### config.mk
export PLATFORM = sky130hd
export DESIGN_NAME = lgc_gold_gen
export DESIGN_NICKNAME = d
export VERILOG_FILES = /design/src/verilog/lgc_pkg.sv /design/src/verilog/lgc_fifo.sv /design/src/verilog/lgc_gold_gen.sv
export SDC_FILE = /design/constraint.sdc
export NUM_CORES = 1
export LEC_CHECK = 0
export ABC_AREA = 1
export BUFFER_PORTS_ARGS = -buffer_cell sky130_fd_sc_hd__buf_2
export CORE_UTILIZATION = 59
export CTS_CLUSTER_DIAMETER = 30
export DETAILED_ROUTE_END_ITERATION = 12
export GPL_TIMING_DRIVEN = 0
export MAX_ROUTING_LAYER = met4
export PLACE_DENSITY = 0.83
export SLEW_MARGIN = 0
export SYNTH_ARGS = -nofsm -noshare
export SYNTH_HDL_FRONTEND = slang
export SYNTH_SLANG_ARGS = --single-unit
### constraint.sdc
create_clock -name clk -period 5.7 [get_ports clk]
set_input_delay 0.285 -clock clk [delete_from_list [all_inputs] [get_ports clk]]
set_output_delay 0.285 -clock clk [all_outputs]
set_load 0.01 [all_outputs]
### src/verilog/lgc_pkg.sv
// Package of constants for the Gold code generator.
// Assumes one clock domain at 100 MHz and a synchronous active-low reset.
package lgc_pkg;
    localparam int SEG_LEN     = 16;
    localparam int SEG_AW      = 4;
    localparam int LEN_A       = 52;
    localparam int TAP_A_LO    = 49;
    localparam int TAP_A_HI    = 52;
    localparam int LEN_B       = 52;
    localparam int TAP_B_LO    = 49;
    localparam int TAP_B_HI    = 52;
    localparam int FIFO_DEPTH  = 4;
    localparam int FIFO_WIDTH  = 1;
    localparam logic [51:0] FILL_A_RST = 52'h0000000000001;
    localparam logic [51:0] FILL_B_RST = 52'h8000000000001;
endpackage

### src/verilog/lgc_fifo.sv
// Small synchronous FIFO for the code chip stream.
// Assumes the clock and reset of the generator.
`timescale 1ns/1ps
module lgc_fifo #(
    parameter int WIDTH = 1,
    parameter int DEPTH = 4
) (
    input  wire logic             clk,
    input  wire logic             rst_b,
    input  wire logic             in_valid,
    output logic                  in_ready,
    input  wire logic [WIDTH-1:0] in_data,
    output logic                  out_valid,
    input  wire logic             out_ready,
    output logic      [WIDTH-1:0] out_data
);
    localparam int AW = (DEPTH > 1) ? $clog2(DEPTH) : 1;
    initial begin
        if (DEPTH < 2 || (DEPTH & (DEPTH - 1)) != 0 || WIDTH < 1)
            $error("lgc_fifo: DEPTH must be a power of two >= 2");
    end
    logic [WIDTH-1:0] mem_q [DEPTH];
    logic [AW-1:0]    wr_q;
    logic [AW-1:0]    rd_q;
    logic [AW:0]      cnt_q;
    logic [WIDTH-1:0] dout_q;
    logic             dval_q;
    wire              push;
    wire              pop;
    wire              load;
    assign in_ready  = (cnt_q != (AW+1)'(DEPTH));
    assign push      = in_valid && in_ready;
    assign load      = (cnt_q != '0) && (!dval_q || out_ready);
    assign pop       = load;
    assign out_valid = dval_q;
    assign out_data  = dout_q;
    always_ff @(posedge clk) begin
        if (push) begin
            mem_q[wr_q] <= in_data;
        end
    end
    always_ff @(posedge clk) begin
        if (!rst_b) begin
            wr_q   <= '0;
            rd_q   <= '0;
            cnt_q  <= '0;
            dout_q <= '0;
            dval_q <= 1'b0;
        end else begin
            if (push) wr_q <= wr_q + 1'b1;
            if (pop) rd_q <= rd_q + 1'b1;
            cnt_q <= cnt_q + (AW+1)'(push) - (AW+1)'(pop);
            if (load) begin
                dout_q <= mem_q[rd_q];
                dval_q <= 1'b1;
            end else if (out_ready) begin
                dval_q <= 1'b0;
            end
        end
    end
endmodule // lgc_fifo

### src/verilog/lgc_gold_gen.sv
// Gold code generator made of two maximal-length feedback registers.
// Assumes synchronous inputs on clk and a consumer that takes one chip per
// cycle through a valid and ready handshake.
`timescale 1ns/1ps

// ****************************************************************
// Function
// ****************************************************************
module lgc_gold_gen #(
    parameter int          LEN     = lgc_pkg::LEN_A,
    parameter int          TAP_LO  = lgc_pkg::TAP_A_LO,
    parameter int          DEPTH   = lgc_pkg::FIFO_DEPTH
) (
    input  wire logic          clk,
    input  wire logic          rst_b,
    input  wire logic          chip_en,
    input  wire logic          prime,
    input  wire logic [LEN-1:0] fill_a,
    input  wire logic [LEN-1:0] fill_b,
    output logic               primed,
    output logic               chip_valid,
    input  wire logic          chip_ready,
    output logic               chip
);
    localparam int SLEN      = lgc_pkg::SEG_LEN;
    localparam int NSEG      = LEN / SLEN;
    localparam int NEXT      = LEN - NSEG * SLEN;
    localparam int SEG_SEL_W = lgc_pkg::SEG_AW;
    localparam int TAP_SEG   = (TAP_LO - 1) / SLEN;

    // ****************************************************************
    // Elaboration checks
    // ****************************************************************
    // The fill ports and the reset fills are at most 52 stages wide.
    initial begin
        if (LEN < 2 || LEN > 52)
            $error("lgc_gold_gen: unsupported length");
        if (NSEG < 1)
            $error("lgc_gold_gen: need one full segment");
        if (TAP_LO < 1 || TAP_LO >= LEN)
            $error("lgc_gold_gen: unsupported tap");
        if (TAP_LO > NSEG * SLEN && TAP_LO < LEN - NEXT + 1)
            $error("lgc_gold_gen: tap not reachable");
        if (DEPTH < 2)
            $error("lgc_gold_gen: buffer too shallow");
        if ((1 << SEG_SEL_W) != SLEN)
            $error("lgc_gold_gen: segment address width mismatch");
        if (lgc_pkg::FIFO_WIDTH != 1)
            $error("lgc_gold_gen: buffer must carry one chip per word");
    end

    // ****************************************************************
    // Register chains
    // ****************************************************************
    // Stage k of a chain is bit k-1; bit 0 takes the serial input.
    // Register B runs with the same taps as A but with its own fill.
    logic [LEN-1:0] reg_a_q;
    logic [LEN-1:0] reg_b_q;
    logic [LEN-1:0] reg_a_d;
    logic [LEN-1:0] reg_b_d;
    logic           primed_q;
    wire            fifo_ready;
    wire            step;
    wire            fb_a;
    wire            fb_b;
    wire            tap_a;
    wire            tap_b;
    wire            lock_a;
    wire            lock_b;
    wire [LEN-1:0]  safe_a;
    wire [LEN-1:0]  safe_b;
    wire [LEN-1:0]  shift_a;
    wire [LEN-1:0]  shift_b;
    wire [SEG_SEL_W-1:0] tap_addr;

    // Each 16-stage segment exposes an addressed stage and its cascade end.
    wire [NSEG-1:0] seg_sel_a;
    wire [NSEG-1:0] seg_sel_b;
    wire [NSEG-1:0] segment_cascade_out_a;
    wire [NSEG-1:0] segment_cascade_out_b;
    assign tap_addr = SEG_SEL_W'((TAP_LO - 1) % SLEN);
    genvar g;
    generate
        for (g = 0; g < NSEG; g++) begin : g_seg
            wire [SLEN-1:0] seg_a;
            wire [SLEN-1:0] seg_b;
            wire            seg_in_a;
            wire            seg_in_b;
            assign seg_a = reg_a_q[g*SLEN +: SLEN];
            assign seg_b = reg_b_q[g*SLEN +: SLEN];
            assign seg_sel_a[g] = seg_a[tap_addr];
            assign seg_sel_b[g] = seg_b[tap_addr];
            assign segment_cascade_out_a[g] = seg_a[SLEN-1];
            assign segment_cascade_out_b[g] = seg_b[SLEN-1];
            // The first segment takes feedback, the others the cascade.
            if (g == 0) begin : g_head
                assign seg_in_a = fb_a;
                assign seg_in_b = fb_b;
            end else begin : g_link
                assign seg_in_a = segment_cascade_out_a[g-1];
                assign seg_in_b = segment_cascade_out_b[g-1];
            end
            assign shift_a[g*SLEN +: SLEN] = {seg_a[SLEN-2:0], seg_in_a};
            assign shift_b[g*SLEN +: SLEN] = {seg_b[SLEN-2:0], seg_in_b};
        end
    endgenerate

    // ****************************************************************
    // Discrete extension stages
    // ****************************************************************
    // Stages beyond the last full segment are plain flip-flops fed by
    // the last cascade end, so taps there are read directly.
    generate
        if (NEXT > 1) begin : g_ext
            assign shift_a[LEN-1:LEN-NEXT] =
                {reg_a_q[LEN-2:LEN-NEXT], segment_cascade_out_a[NSEG-1]};
            assign shift_b[LEN-1:LEN-NEXT] =
                {reg_b_q[LEN-2:LEN-NEXT], segment_cascade_out_b[NSEG-1]};
        end else if (NEXT == 1) begin : g_ext1
            // A single extension stage takes the cascade end alone.
            assign shift_a[LEN-1] = segment_cascade_out_a[NSEG-1];
            assign shift_b[LEN-1] = segment_cascade_out_b[NSEG-1];
        end
    endgenerate

    // ****************************************************************
    // Tap selection
    // ****************************************************************
    // Taps past the last full segment sit in the discrete extension stages.
    generate
        if (TAP_SEG < NSEG) begin : g_tap_seg
            assign tap_a = seg_sel_a[TAP_SEG];
            assign tap_b = seg_sel_b[TAP_SEG];
        end else begin : g_tap_ext
            assign tap_a = reg_a_q[TAP_LO-1];
            assign tap_b = reg_b_q[TAP_LO-1];
        end
    endgenerate

    // ****************************************************************
    // Feedback and fill
    // ****************************************************************
    // XNOR feedback makes all-ones the single lock-up state.
    assign fb_a = ~(tap_a ^ reg_a_q[LEN-1]);
    assign fb_b = ~(tap_b ^ reg_b_q[LEN-1]);

    // A fill of all ones is replaced so the chain cannot stall.
    assign lock_a = &fill_a;
    assign lock_b = &fill_b;
    assign safe_a = lock_a ? {fill_a[LEN-1:1], 1'b0} : fill_a;
    assign safe_b = lock_b ? {fill_b[LEN-1:1], 1'b0} : fill_b;

    // ****************************************************************
    // Step control
    // ****************************************************************
    // The stream stalls when the buffer is full.
    // Prime wins over step so a reload never mixes with a shift.
    assign step = primed_q && chip_en && fifo_ready && !prime;

    // ****************************************************************
    // Register update
    // ****************************************************************
    // Stage contents change only by a whole fill or a one-stage shift.
    always_comb begin
        reg_a_d = reg_a_q;
        reg_b_d = reg_b_q;
        if (prime) begin
            reg_a_d = safe_a;
            reg_b_d = safe_b;
        end else if (step) begin
            reg_a_d = shift_a;
            reg_b_d = shift_b;
        end
    end

    always_ff @(posedge clk) begin
        if (!rst_b) begin
            reg_a_q  <= lgc_pkg::FILL_A_RST[LEN-1:0];
            reg_b_q  <= lgc_pkg::FILL_B_RST[LEN-1:0];
            primed_q <= 1'b0;
        end else begin
            reg_a_q  <= reg_a_d;
            reg_b_q  <= reg_b_d;
            primed_q <= primed_q | prime;
        end
    end

    // ****************************************************************
    // Chip output
    // ****************************************************************
    // Both serial ends are read on one edge, so the pair stays aligned.
    wire gold_bit;
    assign gold_bit = reg_a_q[LEN-1] ^ reg_b_q[LEN-1];
    // The primed flag stays set until the next reset.
    assign primed   = primed_q;

    // The buffer absorbs consumer stalls; the chains hold while it is full.
    lgc_fifo #(
        .WIDTH (lgc_pkg::FIFO_WIDTH),
        .DEPTH (DEPTH)
    ) u_fifo (
        .clk       (clk),
        .rst_b     (rst_b),
        .in_valid  (step),
        .in_ready  (fifo_ready),
        .in_data   (gold_bit),
        .out_valid (chip_valid),
        .out_ready (chip_ready),
        .out_data  (chip)
    );
endmodule // lgc_gold_gen

==> flow_metrics.env <==
export IMPL_status="finished clean"
export IMPL_drc=0
export IMPL_r2r_end="u_fifo.cnt_q[2]$_SDFF_PN0_"
export IMPL_track_usage=0.315
export IMPL_maxCapViolations=0
export IMPL_drive_gt1_frac=0.183
export IMPL_antenna_cells=0
export IMPL_cts_sinks=118
export IMPL_met2_length_um=6650
export IMPL_path_cells="inv_1 -> nand3_1 -> o21ai_0 -> inv_1 -> ha_1 -> inv_1 -> ha_1 -> inv_1 -> fa_1 -> xor2_1 -> o21ai_0 -> a21oi_1"
export IMPL_setup_viol=0
export IMPL_path_delay_family="adder cells"
export IMPL_vias=5514
export IMPL_path_clk_slew_ns=0.06
export IMPL_path_common_cell="inv_1"
export IMPL_critical_path_startpoint="u_fifo.cnt_q[2]$_SDFF_PN0_"
export IMPL_place_gp_congestion=0.848
export IMPL_cp_end_kind="flip-flop"
export IMPL_crit_type="flip-flop to flip-flop"
export IMPL_m1WireLength_um=5920
export IMPL_switching_share=0.266
export IMPL_synth_top_cell_area_share=0.427
export IMPL_cpPeakStageDelay_ns=0.40
export IMPL_min_path_cells=3
export IMPL_syn_area_mm2=0.00535
export IMPL_avgViaCountPerCell=5.37
export IMPL_die_area_mm2=0.00945
export IMPL_yosys_area_top_type="dfxtp_1"
export IMPL_antenna_found_initial=0
export IMPL_ys_warn_count=0
export IMPL_max_freq_mhz=445
export IMPL_pin_count=112
export IMPL_firstDrtPassIters=5
export IMPL_coreArea_mm2=0.00876
export IMPL_p_seq_frac=0.406
export IMPL_r2r_slack_ns=3.46
export IMPL_yosysSeqAreaShare=0.449
export IMPL_highest_layer="met4"
export IMPL_area_growth_pct=23.7
export IMPL_power_internal_mw=1.71
export IMPL_ant_nets=0
export IMPL_cellLeakagePower_nw=2.90
export IMPL_path_buf_inv=4
export IMPL_rr_worst_depth=12
export IMPL_port_buffer_count=110
export IMPL_p_sw_mw=0.618
export IMPL_fin_ws_ns=3.46
export IMPL_skew_ns=0.00975
export IMPL_root_buffer="clkbuf_8"
export IMPL_p_clk_frac=0.451
export IMPL_p_total_mw=2.33
export IMPL_crit_slowest_cell="fa_1"
export IMPL_min_path_type="primary input to flip-flop"
export IMPL_synthTopCellsByArea="dfxtp_1 (43%), nand2_1 (27%), a31oi_1 (12%), inv_1 (3.2%), nor2_1 (2.4%)"
export IMPL_critPathMaxFanout=4
export IMPL_clock_path_buffers=2
export IMPL_drt_iter0_markers=263
export IMPL_clock_latency_ns=0.52
export IMPL_tightest_slew_ns=0.577
export IMPL_slew_headroom=0.615
export IMPL_die_h_um=97.2
export IMPL_cts_tree="done"
export IMPL_combPwrFrac=0.142
export IMPL_cp_num_cells=12
export IMPL_place_area_mm2=0.00603
export IMPL_synthesis_nets=893
export IMPL_arrival_ns=2.66
export IMPL_crit_end="u_fifo.cnt_q[2]$_SDFF_PN0_"
export IMPL_die_x_um=97.2
export IMPL_wl_per_cell_um=13.5
export IMPL_htree_levels=4
export IMPL_dp_hpwl_um=9390
export IMPL_drv_slew=0
export IMPL_hold_viol_final=0
export IMPL_nNetsFinal=1022
export IMPL_rsz0062_at_grt="no"
export IMPL_syn_inst=777
export IMPL_postCtsSetupBuffers=0
export IMPL_overflow=0
export IMPL_grt_pass1_vias=5249
export IMPL_tns_ns=0
export IMPL_wl_met3_um=866
export IMPL_cts_resized=0
export IMPL_required_ns=6.11
export IMPL_rows=34
export IMPL_synth_seq_cells=118
export IMPL_grt_max_degree=17
export IMPL_finalCritPeriodShare=0.394
export IMPL_fin_area_mm2=0.00661
export IMPL_ys_types=22
export IMPL_routed_wl_um=13900
export IMPL_grt_pass1_wl_um=23400
export IMPL_numCtsBuffers=17
export IMPL_initial_utilization=0.610
export IMPL_ir_drop_mv=0.196
export IMPL_post_route_min_period_ns=2.24
export IMPL_pre_cts_ws_ns=3.47
export IMPL_r2r_start="u_fifo.cnt_q[2]$_SDFF_PN0_"
export IMPL_ctsHoldBuffers=0
export IMPL_start_kind="flip-flop"
export IMPL_p_per_area_mw_per_mm2=352
export IMPL_avgSynthCellArea_um2=6.88
routing by layer:
metal / up-vias / GRT usage
li1: 2766 / -
met1: 2491 / 0.369
met2: 212 / 0.520
met3: 45 / 0.0734
met4: 0 / 0.131
met5: - / -
Yosys cell counts, drive strengths merged:
| master | instances |
|---|---|
| ha | 6 |
| xnor2 | 2 |
| edfxtp | 4 |
| nand4 | 2 |
| fa | 1 |
| xor2 | 2 |
| nand3b | 2 |
| dfxtp | 114 |
| inv | 49 |
| o21ai | 9 |
| a31oi | 102 |
| nand3 | 6 |
| buf | 24 |
| nor2 | 35 |
| nand2 | 391 |
| a21oi | 6 |
| clkbuf | 22 |
worst register-to-register path, cell delays in order, from the launching register on:
cell and delay, ns:
dfxtp_1 0.35, inv_1 0.08, nand3_1 0.11, o21ai_0 0.15, inv_1 0.16, ha_1 0.31
inv_1 0.06, ha_1 0.13, inv_1 0.05, fa_1 0.40, xor2_1 0.16, o21ai_0 0.14
a21oi_1 0.05
power groups by stage:
| stage | sequential (mW) | clock (mW) | combinational, mW |
|---|---|---|---|
| global route | 0.953 | 1.10 | 0.373 |
| global placement | 0.956 | 0 | 0.306 |
| detailed placement | 0.959 | 0 | 0.323 |
| CTS | 0.944 | 1.05 | 0.329 |
| floorplan | 0.952 | 0 | 0.211 |
| finish | 0.946 | 1.05 | 0.331 |
state kept, by name, summed over array words and instances (netlist names):
name	count
reg_a_q	52
reg_b_q	52
u_fifo.mem_q	4
u_fifo.cnt_q	3
u_fifo.rd_q	2
u_fifo.wr_q	2
primed	1
u_fifo.out_data	1
u_fifo.out_valid	1
kinds of logic after synthesis:
group	Yosys count	synth area share
buffers and inverters	95	0.0807
adder cells (fa/ha/maj)	7	0.0178
AND/OR/NAND/NOR	436	0.312
AO/OA/AOI/OAI	117	0.133
XOR/XNOR	4	0.00655
flip-flops	118	0.449
stage by stage:
step	util	hold slack (ns)	cells
detailed placement	0.688	0.466	995
finish	0.755	0.0190	1026
global route	0.755	0.0162	1026
global placement	0.688	0.462	995
floorplan	-	0.426	777
CTS	0.755	0.0147	1026
worst min-delay path by stage:
stage | start | end | slack [ns]
3_3_place_gp | reg_a_q[10]$_SDFFE_PN0P_ | reg_a_q[10]$_SDFFE_PN0P_ | 0.46
6_report | fill_b[51] | reg_b_q[51]$_SDFFE_PN1P_ | 0.02
4_1_cts | fill_b[51] | reg_b_q[51]$_SDFFE_PN1P_ | 0.01
3_5_place_dp | reg_a_q[45]$_SDFFE_PN0P_ | reg_a_q[45]$_SDFFE_PN0P_ | 0.47
5_1_grt | fill_b[51] | reg_b_q[51]$_SDFFE_PN1P_ | 0.02
2_1_floorplan | fill_b[51] | reg_b_q[51]$_SDFFE_PN1P_ | 0.43
cell usage in the layout (no fill, tap or decap), types with 5 or more instances in the layout:
master,instances
nand2_1,391
buf_2,119
dfxtp_1,114
a31oi_1,102
inv_1,46
nor2_1,34
clkbuf_1,24
clkbuf_16,17
buf_4,13
o21ai_0,9
a21oi_1,6
ha_1,6
nand3_1,5
layout make-up:
type                            count  area, um2
Buffer                             46        248
Fill cell                         698       2150
Sequential cell                   118       2400
Inverter                           49        184
Clock inverter                      8       93.8
Clock buffer                       23        488
Timing Repair Buffer              110        551
Multi-Input combinational cell    564       2510
Tap cell                          108        135
Power figures use the tool's default switching activity.
